[src/logic/wdct_pkg.sv]
// Package with register map, reset values and carrier types of the watchdog countdown timer.
package wdct_pkg;

  // ----------------------------------------------------------------
  // Register offsets
  // ----------------------------------------------------------------
  localparam logic [7:0] WDCT_OFF_COUNT    = 8'h00;
  localparam logic [7:0] WDCT_OFF_RELOAD   = 8'h04;
  localparam logic [7:0] WDCT_OFF_RESTART  = 8'h08;
  localparam logic [7:0] WDCT_OFF_CONTROL  = 8'h0C;
  localparam logic [7:0] WDCT_OFF_STATUS   = 8'h10;
  localparam logic [7:0] WDCT_OFF_CLEAR    = 8'h14;
  localparam logic [7:0] WDCT_OFF_PLEN     = 8'h18;
  localparam logic [7:0] WDCT_OFF_REVISION = 8'h1C;

  // ----------------------------------------------------------------
  // Field positions and reset values
  // ----------------------------------------------------------------
  localparam int unsigned WDCT_BIT_ENABLE  = 0;
  localparam int unsigned WDCT_BIT_RST_EN  = 1;
  localparam int unsigned WDCT_BIT_IRQ_EN  = 2;
  localparam int unsigned WDCT_BIT_EXT_EN  = 3;
  localparam int unsigned WDCT_BIT_CLK_SEL = 4;
  localparam int unsigned WDCT_BIT_FLAG    = 0;

  localparam logic [31:0] WDCT_RST_COUNT   = 32'h03EF1480;
  localparam logic [31:0] WDCT_RST_RELOAD  = 32'h03EF1480;
  localparam logic [4:0]  WDCT_RST_CONTROL = 5'h00;
  localparam logic [7:0]  WDCT_RST_PLEN    = 8'hFF;
  localparam logic [15:0] WDCT_RESTART_KEY = 16'h5AB9;

  // ----------------------------------------------------------------
  // Carrier types
  // ----------------------------------------------------------------
  typedef struct packed {
    logic        sel;
    logic        write;
    logic [7:0]  addr;
    logic [31:0] wdata;
  } wdct_req_s;

  typedef struct packed {
    logic ext_en;
    logic irq_en;
    logic rst_en;
  } wdct_pulse_s;

endpackage

[src/logic/wdct_top.sv]
// Watchdog countdown timer with reload key, sticky zero flag and stretched output pulses.
//
// How it works
// RULE1 - The counter steps down once per count tick while the enable bit is set.
// RULE2 - With the enable bit clear the counter holds its value; a key write to the restart register still reloads it.
// RULE3 - Control bit 4 picks the count tick: bus clock when 0, external count clock when 1.
// RULE4 - After reset both the count and reload registers hold 0x3EF1480.
// RULE5 - Writing key 0x5AB9 to the restart register copies the reload value into the counter.
// RULE6 - The restart register returns to zero once its write cycle has finished.
// RULE7 - Reaching zero sets a sticky, read-only status flag at bit 0.
// RULE8 - Any write to the clear register, of 1 or of 0, clears the status flag.
// RULE9 - On reaching zero with control bit 1 set, the system reset pulse is driven.
// RULE10 - On reaching zero with control bit 2 set, the system interrupt pulse is driven.
// RULE11 - On reaching zero with control bit 3 set, the external device pulse is driven.
// RULE12 - The pulses last the pulse length register value plus one cycles, 256 by default.
// RULE13 - The count register is read-only and bus writes leave it unchanged.
// RULE14 - Software must write the key often enough that the counter never reaches zero.
// RULE15 - A read-only revision register at 0x1C returns a fixed code.
// RULE16 - Non-key restart writes do nothing, and each arrival at zero fires the pulses once; an arrival while a pulse is still active starts no new pulse.
`timescale 1ns/1ps

module wdct_top
  import wdct_pkg::*;
#(
  parameter logic [31:0] REVISION = 32'h00010000  // Arbitrary revision code.
) (
  input  wire logic        clk,
  input  wire logic        sys_rst,
  input  wire logic        reg_sel,
  input  wire logic        reg_write,
  input  wire logic [7:0]  reg_addr,
  input  wire logic [31:0] reg_wdata,
  output logic      [31:0] reg_rdata,
  input  wire logic        external_count_clock,
  output logic             system_reset_pulse,
  output logic             system_irq_pulse,
  output logic             external_device_pulse,
  output logic             status_pulse
);

  // ----------------------------------------------------------------
  // State
  // ----------------------------------------------------------------
  typedef enum logic [1:0] {
    WDCT_IDLE  = 2'b00,
    WDCT_PULSE = 2'b01
  } wdct_state_e;

  typedef struct packed {
    wdct_state_e state;
    logic [31:0] count;
    logic [31:0] reload;
    logic [15:0] restart_key;
    logic [4:0]  control;
    logic        flag;
    logic [7:0]  plen;
    logic [7:0]  pcnt;
    wdct_pulse_s pen;
    logic        ext_s1;
    logic        ext_s2;
    logic        ext_s3;
    logic [31:0] rdata;
  } wdct_state_s;

  wdct_state_s s_q;
  wdct_state_s s_d;
  wdct_req_s   req;
  logic        tick;
  logic        reach;
  logic        wr;

  assign req = '{sel: reg_sel, write: reg_write, addr: reg_addr, wdata: reg_wdata};
  assign wr  = req.sel && req.write;

  // ----------------------------------------------------------------
  // Count tick and zero detection
  // ----------------------------------------------------------------
  // RULE3 clock select
  // The external clock is treated as a slow level and counted on its rising edge after
  // two flops; it must stay below half the bus clock rate or edges are lost.
  assign tick = s_q.control[WDCT_BIT_CLK_SEL] ? (s_q.ext_s2 && !s_q.ext_s3) : 1'b1;
  // RULE16 once per reach
  assign reach = s_q.control[WDCT_BIT_ENABLE] && tick && (s_q.count == 32'h00000001);

  always_comb begin
    s_d        = s_q;
    s_d.ext_s1 = external_count_clock;
    s_d.ext_s2 = s_q.ext_s1;
    s_d.ext_s3 = s_q.ext_s2;
    // RULE6 key auto clear
    s_d.restart_key = 16'h0000;
    // RULE1 count down
    if (s_q.control[WDCT_BIT_ENABLE] && tick && (s_q.count != 32'h00000000)) begin
      s_d.count = s_q.count - 32'h00000001;
    end
    // RULE2 hold when disabled is the default path above.
    if (wr) begin
      case (req.addr)
        WDCT_OFF_RELOAD: begin
          s_d.reload = req.wdata;
        end
        WDCT_OFF_RESTART: begin
          // RULE5 key reload
          s_d.restart_key = req.wdata[15:0];
          if (req.wdata[15:0] == WDCT_RESTART_KEY) begin
            s_d.count = s_q.reload;
          end
        end
        WDCT_OFF_CONTROL: begin
          s_d.control = req.wdata[4:0];
        end
        WDCT_OFF_PLEN: begin
          s_d.plen = req.wdata[7:0];
        end
        // RULE13 count read only
        default: begin
        end
      endcase
    end
    // RULE8 clear flag
    if (wr && req.addr == WDCT_OFF_CLEAR) begin
      s_d.flag = 1'b0;
    end
    // RULE7 sticky flag, set wins over clear
    if (reach) begin
      s_d.flag = 1'b1;
    end
    // RULE12 pulse stretcher
    case (s_q.state)
      WDCT_IDLE: begin
        if (reach) begin
          s_d.state = WDCT_PULSE;
          s_d.pcnt  = s_q.plen;
          s_d.pen   = '{ext_en: s_q.control[WDCT_BIT_EXT_EN],
                        irq_en: s_q.control[WDCT_BIT_IRQ_EN],
                        rst_en: s_q.control[WDCT_BIT_RST_EN]};
        end
      end
      WDCT_PULSE: begin
        if (s_q.pcnt == 8'h00) begin
          s_d.state = WDCT_IDLE;
          s_d.pen   = '0;
        end else begin
          s_d.pcnt = s_q.pcnt - 8'h01;
        end
      end
      default: begin
        s_d.state = WDCT_IDLE;
      end
    endcase
    // Registered read data, valid one cycle after the read request.
    s_d.rdata = 32'h00000000;
    if (req.sel && !req.write) begin
      case (req.addr)
        WDCT_OFF_COUNT:    s_d.rdata = s_q.count;
        WDCT_OFF_RELOAD:   s_d.rdata = s_q.reload;
        WDCT_OFF_CONTROL:  s_d.rdata = {27'h0000000, s_q.control};
        WDCT_OFF_STATUS:   s_d.rdata = {31'h00000000, s_q.flag};
        WDCT_OFF_PLEN:     s_d.rdata = {24'h000000, s_q.plen};
        // RULE15 revision
        WDCT_OFF_REVISION: s_d.rdata = REVISION;
        default:           s_d.rdata = 32'h00000000;
      endcase
    end
  end

  always_ff @(posedge clk) begin
    if (sys_rst) begin
      // RULE4 reset values
      s_q.state       <= WDCT_IDLE;
      s_q.count       <= WDCT_RST_COUNT;
      s_q.reload      <= WDCT_RST_RELOAD;
      // RULE6 key auto clear
      s_q.restart_key <= 16'h0000;
      s_q.control     <= WDCT_RST_CONTROL;
      s_q.flag        <= 1'b0;
      s_q.plen        <= WDCT_RST_PLEN;
      s_q.pcnt        <= 8'h00;
      s_q.pen         <= '0;
      s_q.ext_s1      <= 1'b0;
      s_q.ext_s2      <= 1'b0;
      s_q.ext_s3      <= 1'b0;
      s_q.rdata       <= 32'h00000000;
    end else begin
      s_q <= s_d;
    end
  end

  // ----------------------------------------------------------------
  // Outputs
  // ----------------------------------------------------------------
  logic active;
  assign active = (s_q.state == WDCT_PULSE);
  assign reg_rdata = s_q.rdata;
  // RULE9 reset pulse
  assign system_reset_pulse    = active && s_q.pen.rst_en;
  // RULE10 irq pulse
  assign system_irq_pulse      = active && s_q.pen.irq_en;
  // RULE11 external pulse
  assign external_device_pulse = active && s_q.pen.ext_en;
  assign status_pulse          = active;

  // ----------------------------------------------------------------
  // Checks
  // ----------------------------------------------------------------
  logic [8:0] plen_cnt;
  always_ff @(posedge clk) begin
    if (sys_rst || !active) begin
      plen_cnt <= 9'h000;
    end else begin
      plen_cnt <= plen_cnt + 9'h001;
    end
  end

  // The length is judged against the value latched when the pulse starts, so that a write
  // to the pulse length register during a pulse does not trip the check.
  logic [7:0] plen_seen;
  always_ff @(posedge clk) begin
    if (sys_rst) begin
      plen_seen <= WDCT_RST_PLEN;
    end else if (reach && !active) begin
      plen_seen <= s_q.plen;
    end
  end

  hold_disabled_a: assert property (@(posedge clk) disable iff (sys_rst) // RULE2
    !s_q.control[WDCT_BIT_ENABLE] && !(wr && req.addr == WDCT_OFF_RESTART)
      |=> s_q.count == $past(s_q.count)) else $error("count moved while disabled");
  count_down_a: assert property (@(posedge clk) disable iff (sys_rst) // RULE1
    s_q.control[WDCT_BIT_ENABLE] && !s_q.control[WDCT_BIT_CLK_SEL] && s_q.count != 0
      && !wr |=> s_q.count == $past(s_q.count) - 32'h00000001)
    else $error("count did not step down");
  key_reload_a: assert property (@(posedge clk) disable iff (sys_rst) // RULE5
    wr && req.addr == WDCT_OFF_RESTART && req.wdata[15:0] == WDCT_RESTART_KEY
      |=> s_q.count == $past(s_q.reload)) else $error("key did not reload");
  bad_key_a: assert property (@(posedge clk) disable iff (sys_rst) // RULE16
    wr && req.addr == WDCT_OFF_RESTART && req.wdata[15:0] != WDCT_RESTART_KEY
      && !s_q.control[WDCT_BIT_ENABLE] |=> $stable(s_q.count))
    else $error("bad key changed count");
  key_clear_a: assert property (@(posedge clk) disable iff (sys_rst) // RULE6
    s_q.restart_key != 16'h0000 && !(wr && req.addr == WDCT_OFF_RESTART)
      |=> s_q.restart_key == 16'h0000)
    else $error("restart key not cleared");
  flag_set_a: assert property (@(posedge clk) disable iff (sys_rst) // RULE7
    reach |=> s_q.flag ##1 (s_q.flag || $past(wr && req.addr == WDCT_OFF_CLEAR)))
    else $error("flag not set on zero");
  flag_clear_a: assert property (@(posedge clk) disable iff (sys_rst) // RULE8
    wr && req.addr == WDCT_OFF_CLEAR && !reach |=> !s_q.flag)
    else $error("flag not cleared");
  reset_pulse_a: assert property (@(posedge clk) disable iff (sys_rst) // RULE9
    reach && !active && s_q.control[WDCT_BIT_RST_EN] |=> system_reset_pulse)
    else $error("reset pulse missing");
  irq_pulse_a: assert property (@(posedge clk) disable iff (sys_rst) // RULE10
    reach && !active && s_q.control[WDCT_BIT_IRQ_EN] |=> system_irq_pulse)
    else $error("irq pulse missing");
  ext_pulse_a: assert property (@(posedge clk) disable iff (sys_rst) // RULE11
    reach && !active && s_q.control[WDCT_BIT_EXT_EN] |=> external_device_pulse)
    else $error("external pulse missing");
  pulse_len_a: assert property (@(posedge clk) disable iff (sys_rst) // RULE12
    $fell(active) |-> plen_cnt == {1'b0, plen_seen} + 9'h001)
    else $error("pulse length wrong");

  // ----------------------------------------------------------------
  // Register access checks
  // ----------------------------------------------------------------
  reset_state_a: assert property (@(posedge clk) // RULE4
    $fell(sys_rst) |-> s_q.count == WDCT_RST_COUNT && s_q.reload == WDCT_RST_RELOAD
      && s_q.plen == WDCT_RST_PLEN && s_q.control == WDCT_RST_CONTROL)
    else $error("reset values wrong");
  reload_write_a: assert property (@(posedge clk) disable iff (sys_rst) // RULE5
    wr && req.addr == WDCT_OFF_RELOAD |=> s_q.reload == $past(req.wdata))
    else $error("reload write lost");
  control_write_a: assert property (@(posedge clk) disable iff (sys_rst) // RULE1
    wr && req.addr == WDCT_OFF_CONTROL |=> s_q.control == $past(req.wdata[4:0]))
    else $error("control write lost");
  plen_write_a: assert property (@(posedge clk) disable iff (sys_rst) // RULE12
    wr && req.addr == WDCT_OFF_PLEN |=> s_q.plen == $past(req.wdata[7:0]))
    else $error("pulse length write lost");
  count_ro_a: assert property (@(posedge clk) disable iff (sys_rst) // RULE13
    wr && req.addr == WDCT_OFF_COUNT && !s_q.control[WDCT_BIT_ENABLE]
      |=> $stable(s_q.count))
    else $error("count register was written");
  count_read_a: assert property (@(posedge clk) disable iff (sys_rst) // RULE1
    req.sel && !req.write && req.addr == WDCT_OFF_COUNT
      |=> reg_rdata == $past(s_q.count))
    else $error("count read wrong");
  status_read_a: assert property (@(posedge clk) disable iff (sys_rst) // RULE7
    req.sel && !req.write && req.addr == WDCT_OFF_STATUS
      |=> reg_rdata == {31'h00000000, $past(s_q.flag)})
    else $error("status read wrong");
  flag_ro_a: assert property (@(posedge clk) disable iff (sys_rst) // RULE7
    wr && req.addr == WDCT_OFF_STATUS && !reach |=> s_q.flag == $past(s_q.flag))
    else $error("status flag was written");
  restart_read_a: assert property (@(posedge clk) disable iff (sys_rst) // RULE6
    req.sel && !req.write && req.addr == WDCT_OFF_RESTART |=> reg_rdata == 32'h00000000)
    else $error("restart register not zero");
  revision_read_a: assert property (@(posedge clk) disable iff (sys_rst) // RULE15
    req.sel && !req.write && req.addr == WDCT_OFF_REVISION |=> reg_rdata == REVISION)
    else $error("revision read wrong");

  // ----------------------------------------------------------------
  // Counter checks
  // ----------------------------------------------------------------
  // In external mode the count may only move on a synchronised rising edge.
  ext_tick_a: assert property (@(posedge clk) disable iff (sys_rst) // RULE3
    s_q.control[WDCT_BIT_CLK_SEL] && !tick && !wr |=> $stable(s_q.count))
    else $error("count moved without external edge");
  bad_key_live_a: assert property (@(posedge clk) disable iff (sys_rst) // RULE16
    wr && req.addr == WDCT_OFF_RESTART && req.wdata[15:0] != WDCT_RESTART_KEY
      && s_q.control[WDCT_BIT_ENABLE] && !s_q.control[WDCT_BIT_CLK_SEL]
      && s_q.count != 32'h00000000 |=> s_q.count == $past(s_q.count) - 32'h00000001)
    else $error("bad key disturbed counting");
  zero_hold_a: assert property (@(posedge clk) disable iff (sys_rst) // RULE16
    s_q.count == 32'h00000000 && !wr |=> s_q.count == 32'h00000000)
    else $error("count left zero by itself");
  flag_hold_a: assert property (@(posedge clk) disable iff (sys_rst) // RULE7
    s_q.flag && !(wr && req.addr == WDCT_OFF_CLEAR) |=> s_q.flag)
    else $error("flag dropped without clear");

  // ----------------------------------------------------------------
  // Pulse checks
  // ----------------------------------------------------------------
  pulse_start_a: assert property (@(posedge clk) disable iff (sys_rst) // RULE16
    !active && !reach |=> !active)
    else $error("pulse without reaching zero");
  pcnt_load_a: assert property (@(posedge clk) disable iff (sys_rst) // RULE12
    reach && !active |=> s_q.pcnt == $past(s_q.plen))
    else $error("pulse counter not loaded");
  pen_stable_a: assert property (@(posedge clk) disable iff (sys_rst) // RULE12
    active && s_q.pcnt != 8'h00 |=> active && $stable(s_q.pen))
    else $error("pulse cut short or enables moved");
  rst_off_a: assert property (@(posedge clk) disable iff (sys_rst) // RULE9
    reach && !active && !s_q.control[WDCT_BIT_RST_EN] |=> !system_reset_pulse)
    else $error("reset pulse while disabled");
  irq_off_a: assert property (@(posedge clk) disable iff (sys_rst) // RULE10
    reach && !active && !s_q.control[WDCT_BIT_IRQ_EN] |=> !system_irq_pulse)
    else $error("irq pulse while disabled");
  ext_off_a: assert property (@(posedge clk) disable iff (sys_rst) // RULE11
    reach && !active && !s_q.control[WDCT_BIT_EXT_EN] |=> !external_device_pulse)
    else $error("external pulse while disabled");

  pulse_seen_c:  cover property (@(posedge clk) $rose(system_reset_pulse));
  reload_seen_c: cover property (@(posedge clk) wr && req.addr == WDCT_OFF_RESTART
    && req.wdata[15:0] == WDCT_RESTART_KEY);
  ext_tick_c:    cover property (@(posedge clk) s_q.control[WDCT_BIT_CLK_SEL] && tick);
  flag_clear_c:  cover property (@(posedge clk) s_q.flag && wr && req.addr == WDCT_OFF_CLEAR);
  quiet_reach_c: cover property (@(posedge clk) reach && !s_q.control[WDCT_BIT_RST_EN]);

endmodule // wdct_top

[config.mk]
export PLATFORM = sky130hd
export DESIGN_NAME = wdct_top
export DESIGN_NICKNAME = d
export VERILOG_FILES = /design/src/logic/wdct_pkg.sv /design/src/logic/wdct_top.sv
export SDC_FILE = /design/constraint.sdc
export NUM_CORES = 1
export LEC_CHECK = 0
export ABC_AREA = 1
export BUFFER_PORTS_ARGS = -buffer_cell sky130_fd_sc_hd__buf_2
export CORE_MARGIN = 3
export CORE_UTILIZATION = 43
export CTS_CLUSTER_SIZE = 30
export DETAILED_ROUTE_END_ITERATION = 8
export GPL_ROUTABILITY_DRIVEN = 0
export SLEW_MARGIN = 10
export SYNTH_ARGS = -nofsm -noshare
export SYNTH_HDL_FRONTEND = slang
export SYNTH_SLANG_ARGS = --single-unit
export TNS_END_PERCENT = 30
[constraint.sdc]
create_clock -name clk -period 4 [get_ports clk]
set_clock_uncertainty 0.05 [all_clocks]
set_input_delay 0.4 -clock clk [delete_from_list [all_inputs] [get_ports clk]]
set_output_delay 0.4 -clock clk [all_outputs]
set_load 0.05 [all_outputs]
## Yosys cells after proc, flatten, opt, wreduce, memory -nomap -nowiden

Index checks and enable logic that the tools add are counted.

- $add $sub $neg: 2
- Eq/ne operators: 13
- Mux-type cells: 18
- Bitwise logic cells: 1
- Reductions and logical operators: 25

Operators by type and width:

| cell | number |
|---|---|
| $pmux W32 S6 | 1 |
| $mux W32 | 4 |
| $mux W85 | 1 |
| $eq A32 B1 Y1 const B | 1 |
| $eq A8 B5 Y1 const B | 4 |
| $reduce_bool A32 Y1 | 1 |
| $sub A32 B1 Y32 const B | 1 |
| $pmux W11 S2 | 1 |
| $eq A16 B15 Y1 const B | 1 |
| $eq A8 B4 Y1 const B | 2 |
| $logic_not A8 Y1 | 2 |
| $mux W16 | 1 |
| $mux W11 | 1 |
| $logic_and A1 B1 Y1 | 10 |
| $eq A8 B3 Y1 const B | 1 |
| $mux W8 | 1 |
| $reduce_and A2 Y1 | 4 |
| $sub A8 B1 Y8 const B | 1 |
| $reduce_and A3 Y1 | 2 |
| $mux W5 | 1 |
| $mux W2 | 2 |
| $ne A2 B2 Y1 const B | 2 |
| $pmux W2 S2 | 1 |
| $reduce_bool A2 Y1 | 2 |
| other kinds (8) | 11 |

- Register bits: 126
- Input port bits: 45

## Longest topological paths before layout

Gate-level depths: netlist of the first run.

- Word-level depth: 9
- Gate-level depth with buffers: 13
- Mapped depth without buffers: 12

## Least setup slack after synthesis of the first run

No wires, ideal clock.

- Path type: reg-to-output
- From: register s_q[140] (netlist bit)
- To: output port external_device_pulse
- Arrival time: 1379 ps
- Slack: 2171 ps
- Stages on the path, launching flop included: 4
- Buffers on the path: 1
- Cells stage by stage: dfxtp_1 clkbuf_1 nand2_1 inv_1

- Longest elaborated chain between the ends: 2

Ends and longest elaborated chain:

| what | RTL line | text |
|---|---|---|
| start: declaration | wdct_top.sv:65 | `wdct_state_s s_q;` |
| $eq A2 B1 Y1 | wdct_top.sv:193 | `assign active = (s_q.state == WDCT_PULSE);` |
| $logic_and A1 B1 Y1 | wdct_top.sv:200 | `assign external_device_pulse = active && s_q.pen.ext_en;` |
| end: declaration | wdct_top.sv:37 | `output logic external_device_pulse,` |

No other way between the ends.

## Final worst setup path of the first run

- From: register s_q[108] (netlist bit)
- To: register s_q[134] (netlist bit)

- Longest elaborated chain between the ends: 6
- Elaborated cells on any way between the ends: 7
- Classes of those cells: 1 x add/sub; 4 x mux; 2 x reduce/logical

Ends and longest elaborated chain:

| what | RTL line | text |
|---|---|---|
| parallel branches: the longest is 2 deep, another holds $sub A32 B1 Y32 | - |  |
| $mux W32 (*) | wdct_top.sv:93 | `if (s_q.control[WDCT_BIT_ENABLE] && tick && (s_q.count != 32'h00000000)) begin` |
| $mux W32 | wdct_top.sv:105 | `if (req.wdata[15:0] == WDCT_RESTART_KEY) begin` |
| $mux W32 | wdct_top.sv:98 | `case (req.addr)` |
| $mux W85 (*) | wdct_top.sv:97 | `if (wr) begin` |

Mark *: on every way between the ends.
A chain may end at the register's enable or synchronous reset.

==> flow_metrics.env, run 1 <==
export IMPL_chipWidth_um=133
export IMPL_start_util_pct=44.7
export IMPL_hp_start="external_count_clock"
export IMPL_path_clk_slew_ps=70
export IMPL_ctsResizeCount=0
export IMPL_cap_viol_max_count=0
export IMPL_grt_max_degree=75
export IMPL_path_class="reg -> reg"
export IMPL_yosysTopAreaCell="dfxtp_1"
export IMPL_hold_buffers=0
export IMPL_synth_distinct_cells=39
export IMPL_async_reset_ff_share_pct=0
export IMPL_antenna_found_initial=0
export IMPL_critPathMaxFanout=32
export IMPL_rr_worst_depth=12
export IMPL_crit_arrival_ps=2510
export IMPL_grt_overflow=0
export IMPL_maxSlewViolCount=0
export IMPL_root_buffer="clkbuf_16"
export IMPL_worstMarginPinSlew_ps=957
export IMPL_final_cell_mix="292 x nand2_1, 132 x inv_1, 130 x nor2_1"
export IMPL_drt_iter0_drc=662
export IMPL_synth_edf_count=0
export IMPL_io_buffers=80
export IMPL_yosysWarnings=0
export IMPL_drive_above_1_share_pct=14.0
export IMPL_final_hold_violation_count=0
export IMPL_grt_pass1_vias=6135
export IMPL_synth_area_leaders="dfxtp_1 36%, nand2_1 16%, inv_1 7.2%"
export IMPL_avgRoutedWirePerCell_um=15.2
export IMPL_gr_usage_met3_pct=4.45
export IMPL_cts_tree="yes"
export IMPL_ys_seq_area_share_pct=36.3
export IMPL_synth_cells=1064
export IMPL_r2r_end="s_q[134]"
export IMPL_dieArea_sq_um=17600
export IMPL_vias=6617
export IMPL_area_growth_pct=12.1
export IMPL_cp_required_ps=4280
export IMPL_synth_nets=1114
export IMPL_startpoint_type="flop"
export IMPL_cts_max_level=4
export IMPL_ir_worst_vdd_uv=298
export IMPL_pin_count=81
export IMPL_r2r_start="s_q[108]"
export IMPL_antenna_left=0
export IMPL_setup_violations=0
export IMPL_synth_area_per_cell_sq_um=6.48
export IMPL_layout_cells_non_filler=1322
export IMPL_insertion_delay_ps=430
export IMPL_diodes=0
export IMPL_ys_ff_latch=125
export IMPL_hold_end="s_d[33]"
export IMPL_outcome="completed"
export IMPL_reg2reg_slack_ps=1770
export IMPL_rows=45
export IMPL_clockBufferDepth=2
export IMPL_via_per_inst=5.01
export IMPL_syn_cell_area_sq_um=6890
export IMPL_final_core_util_pct=50.1
export IMPL_wirelength_um=20100
export IMPL_fmax_mhz=448
export IMPL_hold_class="in -> reg"
export IMPL_rsz0062_at_grt="no"
export IMPL_hold_ws_ps=122
export IMPL_synth_top_area_share_pct=36.3
export IMPL_met2_usage_pct=33.0
export IMPL_holdPathStages=3
export IMPL_grtUsageMet1_pct=36.1
export IMPL_fin_nets=1148
export IMPL_endpoint_kind="flop"
export IMPL_route_detailed_drc=0
export IMPL_finalCritPeriodShare_pct=55.8
export IMPL_grtUsageTotal_pct=23.3
export IMPL_final_setup_worst_slack_ps=1770
export IMPL_fillers=1640
export IMPL_fin_setup_tns_ps=0
export IMPL_postCtsSetupBuffers=0
export IMPL_die_height_um=133
export IMPL_grt_busiest_layer="met1"
export IMPL_relSlewSlack_pct=36.2
export IMPL_cts_num_sinks=125
export IMPL_ys_dominant_reg_cell="dfxtp_1"
export IMPL_core_area_sq_um=15400
export IMPL_drt_pass1_iterations=5
export IMPL_period_needed_ps=2230
export IMPL_dp_cells=1290
export IMPL_place_ws_ps=1590
export IMPL_numCtsBuffers=17
export IMPL_mostFrequentLayoutCell="nand2_1"
export IMPL_p_leak_nw=3.85
export IMPL_hpwl_um=14300
export IMPL_powerDensity_nw_per_um2=373
export IMPL_grt_pass1_wl_um=32700
-- stage by stage --
step / total power, mW / instance area [sq um]
floorplan: 1.32 / 6890
global placement: 1.36 / 7150
detailed placement: 1.36 / 7150
CTS: 2.90 / 7730
global route: 2.96 / 7730
finish: 2.88 / 7730
-- where the power goes --
group	internal (mW)	total, mW	switching (mW)	leakage, nW
Clock	0.879	1.54	0.666	0.281
Sequential	1.25	1.25	0.00141	1.01
Combinational	0.0308	0.0887	0.0580	2.56
-- synth_stat cells, types with 2 or more instances --
cell / instances
dfxtp_1: 125
nand2_1: 292
buf_4: 32
nor2_1: 131
xor2_1: 8
inv_1: 133
o21ai_0: 77
nand3b_1: 5
ha_1: 5
nor3_4: 2
nand3_2: 4
nand2_2: 7
inv_2: 7
nor2_2: 6
buf_6: 6
o21ai_1: 3
nand3_1: 79
o211ai_1: 3
buf_2: 13
nand2_4: 2
a41oi_1: 2
nor2_4: 7
o221ai_1: 2
nor3_1: 5
a21oi_1: 55
xnor2_1: 10
o22ai_1: 3
clkinv_1: 2
nand4_1: 12
clkbuf_1: 17
-- worst max-delay path, cell delays in order, from the launching register on --
cell	delay, ps
dfxtp_1	380
clkinv_1	320
ha_1	330
inv_1	50
nor2_1	50
nand3_2	90
inv_2	50
nand2_4	160
nand2_4	260
nand2_1	160
nand3_1	100
nand2_1	80
inv_1	40
-- registers in the layout (all words and copies together), names as in the netlist --
register   flops
s_d            2
s_q           91
reg_rdata     32
-- how the worst max path moves through the flow --
| stage | slack (ps) | endpoint | start | cells past startpoint |
|---|---|---|---|---|
| after detailed placement | 1590 | s_q[78] | reg_addr[7] | 10 |
| after floorplan | 2170 | external_device_pulse | s_q[140] | 3 |
| after global placement | 1590 | s_q[78] | reg_addr[7] | 10 |
| after global routing | 1570 | s_q[134] | s_q[108] | 12 |
| after CTS | 1780 | s_q[134] | s_q[108] | 12 |
| final | 1770 | s_q[134] | s_q[108] | 12 |
-- kinds of logic after synthesis --
family / synth area share, %
XOR/XNOR: 2.29
buffers and inverters: 14.1
AND/OR/NAND/NOR: 34.9
adder cells (fa/ha/maj): 0.907
flip-flops: 36.3
AO/OA/AOI/OAI: 11.5
-- layout make-up --
| cell class | count | area [sq um] | share of cell area, % |
|---|---|---|---|
| clock inverters | 15 | 154 | 1.99 |
| repair buffers | 84 | 430 | 5.57 |
| inverters | 142 | 533 | 6.90 |
| flip-flops and latches | 125 | 2500 | 32.4 |
| well taps | 211 | 264 | 3.42 |
| multi-input cells | 728 | 3420 | 44.3 |
| clock buffers | 17 | 425 | 5.50 |
-- per-layer routing --
metal | up-vias | part of all wire (%)
li1 | 3386 | -
met2 | 209 | 41
met3 | 16 | 6.1
met5 | - | 0
met4 | 0 | 1.1
met1 | 3006 | 52
No activity file was read; power rests on OpenSTA's default activity.
==> inputs of run 2 (changes only) <==
- clock period: 4 -> 2 ns (I/O delays scaled with it)
==> run 2 against run 1 <==
Against the previous run: die area stayed put; flip-flop and latch count stayed put; worst hold slack worse by 99 ps; setup slack worse by 1600 ps; first-iteration DRC count is 6.2% lower; wire length is 4.6% higher; non-clock buffer count is 75 higher; register-to-register slack worse by 1600 ps; final area is 9.1% higher; critical path type unchanged.
==> flow_metrics.env, run 2 (synthesis gave the netlist of run 1 again) <==
export IMPL_p_leak_nw=4.23
export IMPL_grt_max_degree=75
export IMPL_path_clk_slew_ps=60
export IMPL_endpoint_kind="flop"
export IMPL_path_class="reg -> reg"
export IMPL_hold_ws_ps=22.7
export IMPL_placed_area_sq_um=7570
export IMPL_crit_arrival_ps=2080
export IMPL_cap_viol_max_count=0
export IMPL_via_per_inst=4.93
export IMPL_io_buffers=80
export IMPL_slowest_stage="dfxtp_1"
export IMPL_setup_violations=0
export IMPL_pin_count=81
export IMPL_hold_class="in -> reg"
export IMPL_grt_pass1_wl_um=33600
export IMPL_cts_max_level=4
export IMPL_fmax_mhz=555
export IMPL_maxSlewViolCount=0
export IMPL_crit_chain="buf_4, nor2_1, nand2_1, nor2_1, nand3_1, xnor2_1, nand2_1, nand2_1, nand2_1, nand2_1"
export IMPL_area_growth_pct=22.3
export IMPL_grtUsageTotal_pct=24.1
export IMPL_core_area_sq_um=15400
export IMPL_ir_worst_vdd_uv=557
export IMPL_largest_register="s_q"
export IMPL_start_util_pct=44.7
export IMPL_numCtsBuffers=17
export IMPL_postCtsSetupBuffers=0
export IMPL_cp_required_ps=2270
export IMPL_insertion_delay_ps=430
export IMPL_cts_num_sinks=125
export IMPL_grt_pass1_vias=6270
export IMPL_vias=6893
export IMPL_chipWidth_um=133
export IMPL_final_core_util_pct=54.7
export IMPL_worstMarginPinSlew_ps=661
export IMPL_mostFrequentLayoutCell="nand2_1"
export IMPL_critical_path_max_stage_delay_ps=320
export IMPL_antenna_found_initial=0
export IMPL_wirelength_um=21000
export IMPL_powerDensity_nw_per_um2=693
export IMPL_grt_overflow=0
export IMPL_startpoint_type="flop"
export IMPL_final_hold_violation_count=0
export IMPL_cpMostUsedCell="nand2_1"
export IMPL_drt_iter0_drc=621
export IMPL_root_buffer="clkbuf_16"
export IMPL_fin_nets=1223
export IMPL_clockBufferDepth=2
export IMPL_avgRoutedWirePerCell_um=15.0
export IMPL_relSlewSlack_pct=55.9
export IMPL_route_detailed_drc=0
export IMPL_largest_register_ffs=91
export IMPL_diodes=0
export IMPL_period_needed_ps=1800
export IMPL_fin_area_sq_um=8430
export IMPL_critPathMaxFanout=4
export IMPL_final_cell_mix="292 x nand2_1, 132 x inv_1, 130 x nor2_1"
export IMPL_antenna_left=0
export IMPL_cts_tree="yes"
export IMPL_critPathBufInv=1
export IMPL_rsz0062_at_grt="no"
export IMPL_critPathTopFamily="simple AND/OR/NAND/NOR gates"
export IMPL_fin_setup_tns_ps=0
export IMPL_drt_pass1_iterations=5
export IMPL_outcome="completed"
export IMPL_drive_above_1_share_pct=17.1
export IMPL_finalCritPeriodShare_pct=90.1
export IMPL_hpwl_um=15400
export IMPL_die_height_um=133
export IMPL_dieArea_sq_um=17600
export IMPL_rows=45
[run 2: per-layer routing]
metal | vias to the layer above | part of all wire [%] | track usage [%]
met2 | 244 | 41 | 34.0
li1 | 3522 | - | -
met1 | 3111 | 51 | 37.3
met5 | - | 0 | 0
met3 | 16 | 7.0 | 4.64
met4 | 0 | 1.3 | 6.12
[run 2: what timing repair did]
action	in CTS	in global routing
hold buffers	28	0
hold endpoints to repair	28	0
resized for setup	0	0
[run 2: final timing paths]
path                                     from       end  slack, ps  depth (start not counted)
worst max-delay path                 s_q[125]  s_q[127]        200                         10
worst min-delay path            reg_wdata[12]   s_q[88]         20                          3
worst max register to register       s_q[125]  s_q[127]        200                         10
worst min register to register        s_d[33]   s_d[32]        370                          2
[run 2: final cells by class]
class	count	area (sq um)
fillers	1580	6990
multi-input cells	728	3420
flip-flops and latches	125	2500
repair buffers	159	1130
inverters	142	533
clock buffers	18	439
well taps	211	264
clock inverters	14	149
[run 2: per-stage QoR]
step                power, mW  worst slack, ps  std cells
finish                   5.85              198       1397
global route             6.02             33.6       1397
CTS                      5.88              220       1397
detailed placement       2.74              238       1337
global placement         2.74              237       1337
floorplan                2.65              371       1064
[run 2: where the power goes]
group	switching, mW	internal, mW	total, mW	leakage [nW]
registers	0.00276	2.49	2.50	1.01
clock network	1.32	1.80	3.12	0.290
logic	0.129	0.107	0.237	2.93
[run 2: worst min-delay path, stage by stage]
cell      delay (ps)
buf_2             80
inv_1             40
o211ai_1         150
==> inputs of run 3 (changes only) <==
- CORE_MARGIN: 3 -> 2
==> run 3 against run 2 <==
Against the previous run: flip-flop and latch count stayed put; worst hold slack worse by 8.2 ps; wire length about the same; fmax fell by 1.7%; sequential share of layout area fell by 0.079 points; combinational power down 2%; via count is 0.44% higher; first-iteration DRC count increased by 2.9%; global-route usage grew 1.6 points; critical endpoint is now s_q[39]; largest power group unchanged; highest routed layer unchanged.
==> flow_metrics.env, run 3 (synthesis gave the netlist of run 1 again) <==
export IMPL_p_leak_nw=4.23
export IMPL_cp_required_ps=2310
export IMPL_power_frac_clock_pct=56.7
export IMPL_largest_register="s_q"
export IMPL_root_buffer="clkbuf_16"
export IMPL_critPathMaxFanout=8
export IMPL_final_cell_mix="292 x nand2_1, 132 x inv_1, 127 x nor2_1"
export IMPL_diodes=0
export IMPL_vias=6923
export IMPL_startpoint_type="flop"
export IMPL_drt_iter0_drc=639
export IMPL_dieArea_sq_um=17100
export IMPL_relSlewSlack_pct=56.4
export IMPL_io_buffers=80
export IMPL_path_class="reg -> reg"
export IMPL_power_frac_comb_pct=3.7
export IMPL_core_area_sq_um=15800
export IMPL_via_per_inst=4.97
export IMPL_maxSlewViolCount=0
export IMPL_powerDensity_nw_per_um2=746
export IMPL_rsz0062_at_grt="no"
export IMPL_postCtsSetupBuffers=0
export IMPL_antenna_found_initial=0
export IMPL_reg2reg_slack_ps=170
export IMPL_cts_tree="yes"
export IMPL_ir_worst_vdd_uv=572
export IMPL_drt_pass1_iterations=7
export IMPL_fin_area_sq_um=8460
export IMPL_insertion_delay_ps=420
export IMPL_antenna_left=0
export IMPL_r2r_start="s_q[129]"
export IMPL_netSwitchingPower_mw=1.28
export IMPL_fin_setup_tns_ps=0
export IMPL_fin_nets=1215
export IMPL_endpoint_kind="flop"
export IMPL_cts_max_level=4
export IMPL_switching_share_pct=20.2
export IMPL_cts_num_sinks=125
export IMPL_layout_cells_non_filler=1393
export IMPL_grtUsageMet1_pct=38.7
export IMPL_hold_class="in -> reg"
export IMPL_crit_arrival_ps=2140
export IMPL_start_util_pct=43.7
export IMPL_drive_above_1_share_pct=17.1
export IMPL_finalCritPeriodShare_pct=91.7
export IMPL_hold_end="s_q[85]"
export IMPL_period_needed_ps=1830
export IMPL_p_total_mw=6.30
export IMPL_path_clk_slew_ps=60
export IMPL_wirelength_um=21000
export IMPL_seq_power_share_pct=39.6
export IMPL_rr_worst_depth=9
export IMPL_grt_busiest_layer="met1"
export IMPL_worstMarginPinSlew_ps=654
export IMPL_grt_pass1_wl_um=33600
export IMPL_clockBufferDepth=2
export IMPL_gr_usage_met3_pct=5.05
export IMPL_die_height_um=131
export IMPL_holdPathStages=3
export IMPL_pin_count=81
export IMPL_avgRoutedWirePerCell_um=15.1
export IMPL_hp_start="reg_wdata[9]"
export IMPL_dp_cells=1339
export IMPL_grt_max_degree=33
export IMPL_numCtsBuffers=17
export IMPL_route_detailed_drc=0
export IMPL_setup_violations=0
export IMPL_grt_pass1_vias=6344
export IMPL_placed_area_sq_um=7520
export IMPL_met2_usage_pct=37.0
export IMPL_hpwl_um=15400
export IMPL_chipWidth_um=131
export IMPL_p_int_mw=5.03
export IMPL_outcome="completed"
export IMPL_r2r_end="s_q[39]"
export IMPL_grt_overflow=0
export IMPL_final_hold_violation_count=0
export IMPL_largest_register_ffs=91
export IMPL_mostFrequentLayoutCell="nand2_1"
export IMPL_grtUsageTotal_pct=25.7
export IMPL_fmax_mhz=545
export IMPL_area_growth_pct=22.7
export IMPL_rows=46
export IMPL_cap_viol_max_count=0
[run 3: timing repair]
item / in CTS / in global routing
hold buffers: 23 / 0
endpoints found under the hold margin: 24 / 0
resized for setup: 0 / 5
setup endpoints to repair: 0 / 10
[run 3: layout make-up]
| type | count | area [sq um] |
|---|---|---|
| inverter | 142 | 533 |
| clock buffer | 21 | 470 |
| timing repair buffer | 151 | 1030 |
| multi-input combinational | 728 | 3440 |
| tap | 216 | 270 |
| sequential | 125 | 2500 |
| clock inverter | 10 | 210 |
| fill | 1628 | 7310 |
[run 3: metrics by stage]
step	util, %	hold slack (ps)	setup WS (ps)
6_report	53.6	14.5	167
5_1_grt	53.6	30.9	4.08
4_1_cts	53.5	2.26	138
3_5_place_dp	47.7	345	161
3_3_place_gp	47.7	345	147
2_1_floorplan	-	257	371
[run 3: power groups by stage]
stage | Combinational (mW) | Clock (mW) | Sequential (mW)
finish | 0.233 | 3.57 | 2.50
global route | 0.259 | 3.72 | 2.50
CTS | 0.231 | 3.61 | 2.50
detailed placement | 0.197 | 0 | 2.55
global placement | 0.196 | 0 | 2.55
floorplan | 0.0946 | 0 | 2.55
[run 3: critical path, stage by stage, from the launching register on]
cell and delay (ps):
dfxtp_1 310, nor2_1 190, nand2_1 130, nor2_4 160, nand3_2 160, nor2_1 250
nand3_2 240, nand3_1 150, nand2_1 60, nor2_1 80
[run 3: layer usage]
| layer | routed length (um) | share of wire (%) |
|---|---|---|
| met2 | 8760 | 42 |
| met1 | 10400 | 50 |
| met3 | 1460 | 7.0 |
| met4 | 360 | 1.7 |
| met5 | 0 | 0 |
[run 3: worst max-delay path by stage]
stage	cells after the start	slack (ps)	from	to
after CTS	10	140	s_q[131]	s_q[40]
after global routing	11	4	s_q[109]	s_q[138]
after floorplan	3	370	s_q[140]	external_device_pulse
after detailed placement	10	160	s_q[131]	s_q[44]
after global placement	10	150	s_q[131]	s_q[40]
final	9	170	s_q[129]	s_q[39]
